<file path="src/common/ccs_pkg.sv">
// Purpose: shared constants for the cascaded codec serial mode control
// Assumes: 16-bit framed serial link, two codec sections in cascade
// Notes:   control word = ctrl flag, r/w, 3-bit address, 3-bit reg, data
package ccs_pkg;
  // ----------------------------------------------------------------
  // timing
  // ----------------------------------------------------------------
  localparam int CLK_PERIOD_NS = 10;
  localparam int SAMPLE_PERIOD_NS = 125000; // 8 kHz sample period
  localparam int SAMPLE_CYCLES = SAMPLE_PERIOD_NS / CLK_PERIOD_NS;
  // ----------------------------------------------------------------
  // word layout
  // ----------------------------------------------------------------
  localparam int WORD_BITS = 16;
  localparam int CTRL_BIT = 15;
  localparam int ADDR_LSB = 11;
  localparam int REG_LSB = 8;
  // ----------------------------------------------------------------
  // control registers, reset value and fields
  // ----------------------------------------------------------------
  localparam logic [2:0] REG_A = 3'h0; // mode and cascade length
  localparam logic [2:0] REG_B = 3'h1; // sample and serial clock rate
  localparam logic [2:0] REG_C = 3'h2; // power control
  localparam logic [7:0] REG_RESET = 8'h00;
  localparam int MODE_LSB = 0;         // reg A bits 1:0
  localparam int DEVCNT_LSB = 2;       // reg A bits 4:2
  localparam int ADC_PWR_BIT = 0;      // reg C
  localparam int DAC_PWR_BIT = 1;      // reg C
  localparam logic [1:0] MODE_PROGRAM = 2'h0;
  localparam logic [1:0] MODE_DATA = 2'h1;
  localparam logic [1:0] MODE_MIXED = 2'h3;
  localparam logic [15:0] INVALID_SAMPLE = 16'h0000;
  localparam int FIFO_DEPTH = 16;
endpackage

</file>
<file path="src/hw/ccs_top.sv">
// Purpose: serial sequencing and mode control of a two-section codec
// Assumes: serial clock sampled by ref_clk, well below half its rate
// Notes:   fifo of adc words sits between the sample timer and transmitter
// How it works
// (RQ1) after reset stay in program mode, return invalid samples, drive no dac
// (RQ2) each period return two sample words and accept two output words
// (RQ3) powered-down adc section returns an invalid word in its slot
// (RQ4) word for powered-down dac section is taken but changes nothing
// (RQ5) cascade-length field resets to 000b; host sets 001b in both
// (RQ6) write to register a moves a section to data or mixed mode
// (RQ7) host sends section 2 word before section 1, as register pairs
// (RQ8) register a and b writes land in both sections on one cycle
// (RQ9) mixed non-loopback mode takes extra control words per period
// (RQ10) host should send control words before the period's output word
// (RQ11) mixed loopback: control word uses the output slot, dac holds
// (RQ12) loopback allows one control word per section per period
// (RQ13) host shifts its pending word in on each output frame sync
// (RQ14) nonzero address: decrement and pass on instead of applying
// (RQ15) data mode counts frame syncs, loads dac at cascade length
// (RQ16) frame syncs active high, one serial clock before the msb
// (RQ17) every word is 16 bits with its own frame sync

module ccs_fifo #(
  parameter int WIDTH = 16,
  parameter int DEPTH = 16
) (
  input wire logic clk,
  input wire logic rstn,
  input wire logic [WIDTH-1:0] in_data,
  input wire logic in_valid,
  output logic in_ready,
  output logic [WIDTH-1:0] out_data,
  output logic out_valid,
  input wire logic out_ready
);
  localparam int AW = $clog2(DEPTH);
  generate
    if (DEPTH < 2 || (1 << AW) != DEPTH) begin : g_bad_depth
      $error("fifo depth must be a power of two, at least 2");
    end
  endgenerate
  logic [WIDTH-1:0] mem [DEPTH];
  logic [AW:0] wr_q, rd_q;
  logic push, pop;
  // full when pointers differ only in the wrap bit
  assign in_ready = (wr_q ^ rd_q) != {1'b1, {AW{1'b0}}};
  assign out_valid = wr_q != rd_q;
  assign out_data = mem[rd_q[AW-1:0]];
  assign push = in_valid && in_ready;
  assign pop = out_valid && out_ready;
  // storage
  always_ff @(posedge clk) begin
    if (push) begin
      mem[wr_q[AW-1:0]] <= in_data;
    end
  end
  // pointers
  always_ff @(posedge clk) begin
    if (!rstn) begin
      wr_q <= '0;
      rd_q <= '0;
    end else begin
      wr_q <= wr_q + (AW+1)'(push);
      rd_q <= rd_q + (AW+1)'(pop);
    end
  end
endmodule // ccs_fifo

module ccs_top import ccs_pkg::*; #(
  parameter int PERIOD_CYCLES = SAMPLE_CYCLES
) (
  input wire logic ref_clk,
  input wire logic rstn,
  input wire logic serial_clock,
  input wire logic serial_data_input,
  input wire logic input_frame_sync,
  input wire logic frame_sync_loopback,
  input wire logic [15:0] adc_sample_1,
  input wire logic [15:0] adc_sample_2,
  output logic serial_data_output,
  output logic output_frame_sync,
  output logic [15:0] dac_out_1,
  output logic [15:0] dac_out_2,
  output logic [1:0] mode_1,
  output logic [1:0] mode_2,
  output logic [7:0] rate_cfg_1,
  output logic [7:0] rate_cfg_2
);
  generate
    if (PERIOD_CYCLES < 256) begin : g_bad_period
      $error("period too short for two 16-bit words");
    end
  endgenerate
  // ----------------------------------------------------------------
  // input synchronisers and serial clock edges
  // ----------------------------------------------------------------
  logic [2:0] meta_q, sync_q;
  logic sclk_d1_q, sclk_rise, sclk_fall;
  always_ff @(posedge ref_clk) begin
    if (!rstn) begin
      meta_q <= 3'h0;
      sync_q <= 3'h0;
      sclk_d1_q <= 1'b0;
    end else begin
      meta_q <= {serial_clock, input_frame_sync, serial_data_input};
      sync_q <= meta_q;
      sclk_d1_q <= sync_q[2];
    end
  end
  assign sclk_rise = sync_q[2] && !sclk_d1_q;
  assign sclk_fall = !sync_q[2] && sclk_d1_q;
  // ----------------------------------------------------------------
  // receiver
  // ----------------------------------------------------------------
  typedef enum logic [1:0] {RX_IDLE = 2'b01, RX_SHIFT = 2'b10} ccs_rx_e;
  ccs_rx_e rx_q;
  logic [3:0] rx_cnt_q;
  logic [15:0] rx_sh_q;
  logic rx_done_q;
  // sync high one bit before the msb; back-to-back frames allowed
  always_ff @(posedge ref_clk) begin
    if (!rstn) begin
      rx_q <= RX_IDLE;
      rx_cnt_q <= 4'h0;
      rx_sh_q <= 16'h0000;
      rx_done_q <= 1'b0;
    end else begin
      rx_done_q <= 1'b0;
      if (sclk_rise) begin
        case (rx_q)
          RX_IDLE: begin
            if (sync_q[1]) begin
              rx_q <= RX_SHIFT; // [RQ16]
              rx_cnt_q <= 4'h0;
            end
          end
          RX_SHIFT: begin
            rx_sh_q <= {rx_sh_q[14:0], sync_q[0]};
            rx_cnt_q <= rx_cnt_q + 4'h1;
            if (rx_cnt_q == 4'hF) begin
              rx_done_q <= 1'b1; // [RQ17]
              rx_q <= sync_q[1] ? RX_SHIFT : RX_IDLE;
            end
          end
          default: rx_q <= RX_IDLE;
        endcase
      end
    end
  end
  // ----------------------------------------------------------------
  // control word decode and register file of both sections
  // ----------------------------------------------------------------
  logic [7:0] regs_q [2][8]; // index 0 is section 1
  logic pend_q;
  logic [2:0] pend_reg_q;
  logic [7:0] pend_data_q;
  logic [2:0] slot_q;
  logic [15:0] dac_q [2];
  logic [1:0] mode;
  logic is_ctrl, sync_reg;
  logic [2:0] w_addr, w_reg, dev_cnt;
  logic [7:0] w_data;
  assign mode = regs_q[0][REG_A][MODE_LSB +: 2];
  assign dev_cnt = regs_q[0][REG_A][DEVCNT_LSB +: 3];
  assign w_addr = rx_sh_q[ADDR_LSB +: 3];
  assign w_reg = rx_sh_q[REG_LSB +: 3];
  assign w_data = rx_sh_q[7:0];
  // program mode takes every word as control; mixed only flagged ones
  assign is_ctrl = (mode == MODE_PROGRAM) ||
                   (mode == MODE_MIXED && rx_sh_q[CTRL_BIT]); // [RQ1] [RQ9]
  assign sync_reg = (w_reg == REG_A) || (w_reg == REG_B);
  // register writes; a/b pairs held until section 1 word arrives
  always_ff @(posedge ref_clk) begin
    if (!rstn) begin
      for (int s = 0; s < 2; s++) begin
        for (int r = 0; r < 8; r++) begin
          regs_q[s][r] <= REG_RESET; // [RQ5]
        end
      end
      pend_q <= 1'b0;
      pend_reg_q <= 3'h0;
      pend_data_q <= 8'h00;
    end else if (rx_done_q && is_ctrl) begin
      if (w_addr == 3'h1) begin
        // section 1 decrements to zero, section 2 applies [RQ14]
        if (sync_reg) begin
          pend_q <= 1'b1; // [RQ7]
          pend_reg_q <= w_reg;
          pend_data_q <= w_data;
        end else begin
          regs_q[1][w_reg] <= w_data;
        end
      end else if (w_addr == 3'h0) begin
        regs_q[0][w_reg] <= w_data; // [RQ6]
        if (pend_q && pend_reg_q == w_reg) begin
          regs_q[1][pend_reg_q] <= pend_data_q; // [RQ8]
        end
        pend_q <= 1'b0;
      end
      // higher addresses leave the cascade untouched
    end
  end
  // ----------------------------------------------------------------
  // output sample slots and dac registers
  // ----------------------------------------------------------------
  logic take_slot;
  // loopback framing gives a control word the output sample's slot
  assign take_slot = rx_done_q && mode != MODE_PROGRAM &&
                     (!is_ctrl || frame_sync_loopback); // [RQ11]
  always_ff @(posedge ref_clk) begin
    if (!rstn) begin
      slot_q <= 3'h0;
      dac_q[0] <= 16'h0000;
      dac_q[1] <= 16'h0000;
    end else if (take_slot) begin
      // frame sync count meets cascade length: section 1, else 2
      if (slot_q >= dev_cnt) begin
        slot_q <= 3'h0; // [RQ15]
        if (!is_ctrl && regs_q[0][REG_C][DAC_PWR_BIT]) begin
          dac_q[0] <= rx_sh_q; // [RQ4]
        end
      end else begin
        slot_q <= slot_q + 3'h1;
        if (!is_ctrl && slot_q == 3'h0 &&
            regs_q[1][REG_C][DAC_PWR_BIT]) begin
          dac_q[1] <= rx_sh_q; // [RQ4] [RQ2]
        end
      end
    end
  end
  // ----------------------------------------------------------------
  // sample timer feeding two adc words per period into the fifo
  // ----------------------------------------------------------------
  logic [$clog2(PERIOD_CYCLES)-1:0] tmr_q;
  logic [1:0] todo_q;
  logic [15:0] push_word;
  logic push_rdy, tx_valid, tx_pop;
  logic [15:0] tx_word;
  // program mode or a powered-down adc returns an invalid word
  always_comb begin
    push_word = INVALID_SAMPLE; // [RQ1]
    if (mode != MODE_PROGRAM) begin
      if (todo_q == 2'h2 && regs_q[1][REG_C][ADC_PWR_BIT]) begin
        push_word = adc_sample_2; // [RQ3]
      end else if (todo_q == 2'h1 && regs_q[0][REG_C][ADC_PWR_BIT]) begin
        push_word = adc_sample_1; // [RQ3]
      end
    end
  end
  // a full fifo stalls the pushes; words still unpushed when the period ends are dropped
  always_ff @(posedge ref_clk) begin
    if (!rstn) begin
      tmr_q <= '0;
      todo_q <= 2'h0;
    end else begin
      if (tmr_q == ($clog2(PERIOD_CYCLES))'(PERIOD_CYCLES - 1)) begin
        tmr_q <= '0;
        todo_q <= 2'h2; // [RQ2]
      end else begin
        tmr_q <= tmr_q + 1'b1;
        if (todo_q != 2'h0 && push_rdy) begin
          todo_q <= todo_q - 2'h1;
        end
      end
    end
  end
  ccs_fifo #(.WIDTH(WORD_BITS), .DEPTH(FIFO_DEPTH)) i_ccs_fifo (
    .clk(ref_clk),
    .rstn(rstn),
    .in_data(push_word),
    .in_valid(todo_q != 2'h0),
    .in_ready(push_rdy),
    .out_data(tx_word),
    .out_valid(tx_valid),
    .out_ready(tx_pop)
  );
  // ----------------------------------------------------------------
  // transmitter, driven on the falling serial clock edge
  // ----------------------------------------------------------------
  typedef enum logic [2:0] {
    TX_IDLE = 3'b001, TX_SYNC = 3'b010, TX_SHIFT = 3'b100
  } ccs_tx_e;
  ccs_tx_e tx_q;
  logic [15:0] tx_sh_q;
  logic [3:0] tx_cnt_q;
  logic tx_bit_q, ofs_q;
  assign tx_pop = sclk_fall && tx_q == TX_IDLE && tx_valid;
  always_ff @(posedge ref_clk) begin
    if (!rstn) begin
      tx_q <= TX_IDLE;
      tx_sh_q <= 16'h0000;
      tx_cnt_q <= 4'h0;
      tx_bit_q <= 1'b0;
      ofs_q <= 1'b0;
    end else if (sclk_fall) begin
      case (tx_q)
        TX_IDLE: begin
          if (tx_valid) begin
            tx_sh_q <= tx_word;
            ofs_q <= 1'b1; // [RQ16] [RQ13]
            tx_q <= TX_SYNC;
          end
        end
        TX_SYNC: begin
          ofs_q <= 1'b0;
          tx_bit_q <= tx_sh_q[15];
          tx_sh_q <= {tx_sh_q[14:0], 1'b0};
          tx_cnt_q <= 4'h1;
          tx_q <= TX_SHIFT;
        end
        TX_SHIFT: begin
          if (tx_cnt_q == 4'h0) begin
            tx_bit_q <= 1'b0; // all 16 bits sent [RQ17]
            tx_q <= TX_IDLE;
          end else begin
            tx_bit_q <= tx_sh_q[15];
            tx_sh_q <= {tx_sh_q[14:0], 1'b0};
            tx_cnt_q <= tx_cnt_q + 4'h1;
          end
        end
        default: tx_q <= TX_IDLE;
      endcase
    end
  end
  // ----------------------------------------------------------------
  // registered outputs
  // ----------------------------------------------------------------
  always_ff @(posedge ref_clk) begin
    if (!rstn) begin
      serial_data_output <= 1'b0;
      output_frame_sync <= 1'b0;
      dac_out_1 <= 16'h0000;
      dac_out_2 <= 16'h0000;
      mode_1 <= MODE_PROGRAM;
      mode_2 <= MODE_PROGRAM;
      rate_cfg_1 <= REG_RESET;
      rate_cfg_2 <= REG_RESET;
    end else begin
      serial_data_output <= tx_bit_q;
      output_frame_sync <= ofs_q;
      dac_out_1 <= dac_q[0];
      dac_out_2 <= dac_q[1];
      mode_1 <= regs_q[0][REG_A][MODE_LSB +: 2];
      mode_2 <= regs_q[1][REG_A][MODE_LSB +: 2];
      rate_cfg_1 <= regs_q[0][REG_B];
      rate_cfg_2 <= regs_q[1][REG_B];
    end
  end
endmodule // ccs_top

</file>
<file path="config.mk">
export PLATFORM = sky130hd
export DESIGN_NAME = ccs_top
export DESIGN_NICKNAME = d
export VERILOG_FILES = /design/src/common/ccs_pkg.sv /design/src/hw/ccs_top.sv
export SDC_FILE = /design/constraint.sdc
export NUM_CORES = 1
export LEC_CHECK = 0
export BUFFER_PORTS_ARGS = -buffer_cell sky130_fd_sc_hd__clkbuf_2
export CORE_AREA = 2 2 175 177
export CTS_CLUSTER_SIZE = 12
export DETAILED_ROUTE_END_ITERATION = 12
export DIE_AREA = 0 0 177 179
export GPL_TIMING_DRIVEN = 1
export PLACE_DENSITY = 0.79
export SYNTH_ARGS = -nofsm -noshare
export SYNTH_HDL_FRONTEND = slang
export SYNTH_SLANG_ARGS = --single-unit
</file>
<file path="constraint.sdc">
create_clock -name ref_clk -period 4.4 [get_ports ref_clk]
set_clock_uncertainty 0.1 [all_clocks]
set_input_delay 0.44 -clock ref_clk [delete_from_list [all_inputs] [get_ports ref_clk]]
set_output_delay 0.44 -clock ref_clk [all_outputs]
set_load 0.03 [all_outputs]
</file>
# Yosys cells after proc, flatten, opt, wreduce, memory -nomap -nowiden
# Memory sizes are Yosys's and may differ from the RTL's. A register that Yosys moved wholly into a read port is not among the register bits.
# Index checks and enable logic that the tools add are counted.
[classes] n_mux=256 n_eq_ne=21 reduce_logical=51 bitwise=198 magnitude_cmp=5 addsub=7
[ops] operator="1-bit two-way mux" n=224
[ops] operator="1-bit bitwise OR" n=194
[ops] operator="64-bit two-way mux" n=3
[ops] operator="16-bit two-way mux" n=7
[ops] operator="8-bit demux with 3-bit select" n=2
[ops] operator="16-bit case mux with 3 select lines" n=1
[ops] operator="3-bit AND reduction" n=8
[ops] operator="1-bit logical AND" n=18
[ops] operator="8-bit two-way mux" n=2
[ops] operator="4-bit case mux with 2 select lines" n=2
[ops] operator="14-bit by 1-bit adder with 14-bit output, second input constant" n=1
[ops] operator="14-bit equality test, second input constant" n=1
[ops] operator="2-bit nonzero test" n=7
[ops] operator="4-bit two-way mux" n=3
[ops] operator="5-bit by 1-bit adder with 5-bit output" n=2
[ops] operator="2-bit two-way mux" n=5
[ops] operator="2-bit != test, second input constant" n=5
[ops] operator="3-bit by 1-bit equality test with 1-bit output, second input constant" n=3
[ops] operator="3-bit zero test" n=3
[ops] operator="3-bit two-way mux" n=3
[ops] operator="3-bit case mux with 3 select lines" n=1
[ops] operator="4-bit by 1-bit adder with 4-bit output, second input constant" n=2
[ops] operator="4-bit >= comparator, second input constant" n=2
[ops] operator="4-bit by 1-bit less-than comparator with 1-bit output, second input constant" n=2
[ops] operator="25 further kinds" n=37
[word_totals] n_memories=3 out_inout_bits=54 mem_bits_rw=416 in_bits=38 reg_bits=118 wordCells=568
[memory_table] memory="i_ccs_fifo.mem" words=16 word_bits=16 rd=1 rd_ports_with_merged_regs=1 write_ports=1 line="ccs_top.sv:42" text="logic [WIDTH-1:0] mem [DEPTH];"
[memory_table] memory="regs_q" words=2 word_bits=64 rd=2 rd_ports_with_merged_regs=0 write_ports=2 line="ccs_top.sv:153" text="logic [7:0] regs_q [2][8];"
[memory_table] memory="dac_q" words=2 word_bits=16 rd=2 rd_ports_with_merged_regs=2 write_ports=2 line="ccs_top.sv:158" text="logic [15:0] dac_q [2];"

# Longest topological paths before layout
[logic_depth] word_depth=12 ltp_mapped=9 mapped_depth_nobuf=8

# Modules after synthesis
# A second synthesis with hierarchy kept.
[hier_totals] hier_cells=1220 hier_area_um2=18385.1
[by_module_without_submodules] module="ccs_fifo" cells_per_inst=473 seq_area_each_um2=7887.6 area_each_um2=10425.0 n_inst=1
[by_module_without_submodules] module="ccs_top" cells_per_inst=747 seq_area_each_um2=4574.4 area_each_um2=7960.1 n_inst=1

# Least setup slack after synthesis
# No wires, ideal clock.
[synth_path] path_kind="register to register" startpoint="register i_ccs_fifo.wr_q[1]" endpoint="memory i_ccs_fifo.mem[0][0] (enable)" arrival_time_ns=2.817 path_stages_with_launch=7 required_ns=3.870 period_less_slack_ns=3.348 slack_ns=1.052 n_path_buf=1 setup_time_ns=0.430 path_cell_list="dfxtp_1 > buf_2 > xor2_1 > nor4_4 > a21oi_2 > nand2b_1 > nor4_1"
[synth_between] elab_chain_len=5
[synth_rtl] item="start, declared" line="ccs_top.sv:43" text="logic [AW:0] wr_q, rd_q;"
[synth_rtl] item="start signal, assigned" line="ccs_top.sv:63" text="wr_q <= wr_q + (AW+1)'(push);"
[synth_rtl] item="5-bit XOR" line="ccs_top.sv:46" text="assign in_ready = (wr_q ^ rd_q) != {1'b1, {AW{1'b0}}};"
[synth_rtl] item="5-bit != test" line="ccs_top.sv:46"
[synth_rtl] item="1-bit logical AND" line="ccs_top.sv:49" text="assign push = in_valid && in_ready;"
[synth_rtl] item="via i_ccs_fifo.push" line="ccs_top.sv:44" text="logic push, pop;"
[synth_rtl] item="1-bit two-way mux" line="ccs_top.sv:53" text="if (push) begin"
[synth_rtl] item="1-bit two-way mux (not written as such)" line="ccs_top.sv:54" text="mem[wr_q[AW-1:0]] <= in_data;"
[synth_rtl] item="end, declared" line="ccs_top.sv:42"
# The timed path passes the listed nets, and every way through them passes these cells.

# Final worst setup path
[layout_path] startpoint="register todo_q[0]" endpoint="memory i_ccs_fifo.mem[5][13] (data pin)"
[layout_between] elab_chain_len=5 word_cells_on_any_way=7 cone_classes="eq/ne (2); mux (3); reduce/logical (2)"
[layout_rtl] item="start, declared" line="ccs_top.sv:235" text="logic [1:0] todo_q;"
[layout_rtl] item="start signal, assigned" line="ccs_top.sv:262" text="todo_q <= todo_q - 2'h1;"
[layout_rtl] item="2-bit by 1-bit equality test with 1-bit output" line="ccs_top.sv:245" text="end else if (todo_q == 2'h1 && regs_q[0][REG_C][ADC_PWR_BIT]) begin"
[layout_rtl] item="1-bit logical AND" line="ccs_top.sv:245"
[layout_rtl] item="16-bit two-way mux" line="ccs_top.sv:245"
[layout_rtl] item="16-bit two-way mux (*)" line="ccs_top.sv:243" text="if (todo_q == 2'h2 && regs_q[1][REG_C][ADC_PWR_BIT]) begin"
[layout_rtl] item="16-bit two-way mux (*)" line="ccs_top.sv:242" text="if (mode != MODE_PROGRAM) begin"
[layout_rtl] item="via i_ccs_fifo.in_data[13]" line="ccs_top.sv:29" text="input wire logic [WIDTH-1:0] in_data,"
# Mark *: on every way through the listed nets, which the timed path passes. The rest lies on a longest branch.

==> flow_summary_export.csv <==
group,metric,value,unit
clock_tree,cts_tree,"done",
cells_and_area,syn_to_final_growth,12.9,%
power,power,9210,uW
logic_synthesis,synthesis.nets,1329,
route,ant_nets,0,
logic_synthesis,yosysWarningCount,0,
route,routed_wl,37100,um
grt,grt_max_degree,49,
clock_tree,cts_buffers,46,
logic_synthesis,synthFlopType,"edfxtp_1",
logic_synthesis,synthDistinctLibCells,62,
grt,grt_antenna_before_repair,0,
logic_synthesis,ys_seq_elements,465,
power,p_leak,0.00723,uW
logic_synthesis,synth_area,18000,sq um
status,status,"complete, no violations",
setup_path,arrival,3030,ps
die,core,30000,sq um
logic_synthesis,avgSynthCellArea,14.2,sq um
setup_path,worstPathMaxFanout,17,
die,die_x,177,um
setup_path,required,4480,ps
sta,setup_violations,0,
logic_synthesis,synth-async-reset-ratio,0,%
flow_run,cap_violations,0,
sta,maxSlewHeadroom,21.8,%
sta,tightest_slew,1170,ps
sta,rsz0062_at_grt,"false",
placement,place_area,18900,sq um
cells_and_area,num-nets-final,1437,
grt,grt_use_total,23.7,%
cells_and_area,fill_cells,2032,
grt,grt_pass1_wl,57000,um
clock_tree,cts_setup_buffers,0,
sta,fin_setup_tns,0,ps
setup_path,worstSetupStartpointType,"flip-flop",
grt,grt-ovfl-total,0,
route,num_vias,10600,
route,routed_via_density,5.85,
die,ios,92,
cells_and_area,regArea,12500,sq um
hold_path,hold_class,"in2reg",
sta,fin_crit,2950,ps
logic_synthesis,synth_top_area_share,52.5,%
route,post_drt_wl_per_cell,20.5,um
placement,place_hpwl,23300,um
clock_tree,clkTransAtPathRegs,60,ps
power,power.density,452,nW/um^2
die,die_h,179,um
route,dr.first_iter.drc_count,1056,
sta,fin_crit_sh,67.0,%
cells_and_area,drive_gt1_share,14.9,%
logic_synthesis,synthCells,1273,
placement,place_congestion,0.854,
die,num_rows,64,
logic_synthesis,synth_top_cell_by_area,"edfxtp_1",
setup_path,cp-end-kind,"flip-flop",
logic_synthesis,seq_area_frac_synth,69.2,%
clock_tree,cts_root_buf,"clkbuf_16",
route,drcViolationCount,0,
logic_synthesis,ys_top_cells_by_area,"edfxtp_1 (53%), dfxtp_1 (17%), mux2i_1 (8.2%)",
sta,drv_slew,0,
power,ir_worst_vdd,0.336,mV
placement,io_buffer_count,91,
clock_tree,postCtsHoldBufs,3,
route,dr.pass1.iters,5,
logic_synthesis,synth_edf_count,315,
clock_tree,clk_latency,540,ps
cells_and_area,antenna_cells,0,
cells_and_area,multi_input_area,5200,sq um
setup_path,crit_type,"reg2reg",
sta,fmax,0.339,GHz
clock_tree,cts.sinks,465,
die,initial_core_util,60.0,%
sta,whs,334,ps
die,fp.dieArea,31700,sq um
clock_tree,htree_num_levels,2,
grt,grt_pass1_vias,10300,
cells_and_area,design_area,20300,sq um
clock_tree,cts_buffer_depth,3,
clock_tree,cts_resized,0,
sta,hold_viol_final,0,
area by class of cell:
class / instances / area share [%]
multi-input combinational: 722 / 25.6
tap: 396 / 2.43
inverter: 19 / 0.350
timing repair buffer: 127 / 3.60
clock buffer: 76 / 6.57
clock inverter: 5 / 0.203
sequential: 465 / 61.3
per-layer routing:
layer	GRT usage [%]	up-vias	share of wire [%]	routed length (um)
met3	4.03	91	6.4	2370
met5	0	-	0	0
met2	40.9	375	51	18800
li1	-	4923	-	-
met4	10.7	0	4.1	1530
met1	29.4	5193	39	14400
through the flow:
step                      utilization, %  cells  setup slack [ps]
after floorplan                        -   1273              1050
after global placement              63.1   1726              1590
after detailed placement            63.1   1726              1420
after CTS                           67.8   1810              1450
after global routing                67.8   1810              1250
final                               67.8   1810              1450
final timing paths:
| path | start | end | slack, ps | depth (start not counted) |
|---|---|---|---|---|
| max | todo_q[0] | i_ccs_fifo.mem[5][13] | 1450 | 7 |
| min | frame_sync_loopback | slot_q[1] | 330 | 4 |
| max reg2reg | todo_q[0] | i_ccs_fifo.mem[5][13] | 1450 | 7 |
| min reg2reg | meta_q[1] | sync_q[1] | 340 | 1 |
sequential cells by signal, indices dropped and copies added, names as in the netlist, 3 cells and up:
signal	flops
i_ccs_fifo.rd_q	5
rx_cnt_q	4
regs_q	27
sync_q	3
rate_cfg_1	8
i_ccs_fifo.wr_q	5
dac_q	32
tx_sh_q	16
pend_data_q	8
tx_cnt_q	4
pend_reg_q	3
tx_q	3
rx_sh_q	16
dac_out_2	16
meta_q	3
tmr_q	14
i_ccs_fifo.mem	256
rate_cfg_2	8
slot_q	3
dac_out_1	16
layout by cell type, fill, tap and decap left out, types with 3 or more instances in the layout:
| master | instances |
|---|---|
| inv_1 | 18 |
| a21oi_1 | 30 |
| o211ai_1 | 4 |
| clkbuf_16 | 48 |
| clkbuf_2 | 91 |
| a31oi_1 | 4 |
| mux2i_1 | 147 |
| nor2b_1 | 7 |
| nand4_1 | 4 |
| xor2_1 | 19 |
| o21bai_1 | 3 |
| a22oi_1 | 55 |
| xnor2_1 | 7 |
| nor3_1 | 8 |
| clkbuf_8 | 3 |
| o21ai_0 | 8 |
| nand2_1 | 77 |
| mux4_2 | 4 |
| ha_1 | 18 |
| nor3b_1 | 19 |
| dfxtp_1 | 147 |
| edfxtp_1 | 315 |
| a221oi_1 | 23 |
| nand2b_1 | 12 |
| dlygate4sd3_1 | 3 |
| a22o_1 | 12 |
| and2_1 | 93 |
| nor2_1 | 84 |
| nand3_1 | 15 |
| and3_1 | 18 |
| nor3_2 | 7 |
| clkbuf_1 | 25 |
| a32o_1 | 4 |
| nand3b_1 | 4 |
| buf_4 | 33 |
critical path: stages, from the launching register on:
cell	delay, ps
dfxtp_1	370
inv_1	80
ha_1	180
and2_1	380
nor2_1	200
buf_4	260
a22oi_1	90
nor2_1	910
cells in the mapped netlist (2+ instances only):
library cell,n
buf_6,2
a22oi_1,55
dfxtp_1,150
nand4_1,4
clkbuf_1,32
inv_1,18
or3_1,2
nand2b_1,12
a31oi_1,4
and2_2,2
mux2i_1,147
buf_2,25
nor4_1,3
nand3_1,15
and2_1,93
nor3_1,14
o211ai_1,4
xor2_1,19
nand3b_1,4
buf_1,3
nand2_1,77
a31o_2,2
a221oi_1,23
edfxtp_1,315
ha_1,18
nor2_1,84
o21bai_1,3
mux4_2,4
nor2b_1,7
a22o_1,12
and3_1,18
a21oi_1,30
buf_4,5
a32o_1,4
o21ai_0,9
nor3b_1,19
mux2_2,2
nor4b_1,2
xnor2_1,7
a21o_1,2
cells by family (layout without fill, tap and decap cells):
logic type      Yosys count  count (layout)  share of synthesized area [%]
buf+inv                  86             227                           2.15
flops                   465             465                           69.2
xor+xnor                 27              27                           1.35
compound gates          158             158                           6.54
fa+ha+maj                18              18                           1.25
simple gates            366             366                           10.7
mux                     153             153                           8.79
power by group:
part / internal, uW / switching, uW / leakage (uW) / total (uW)
registers: 4870 / 66.3 / 0.00423 / 4940
logic: 221 / 444 / 0.00233 / 665
clock network: 2070 / 1530 / 0.000664 / 3600
total: 7160 / 2040 / 0.00723 / 9210
Note: power is estimated with default switching activity, not from simulation.
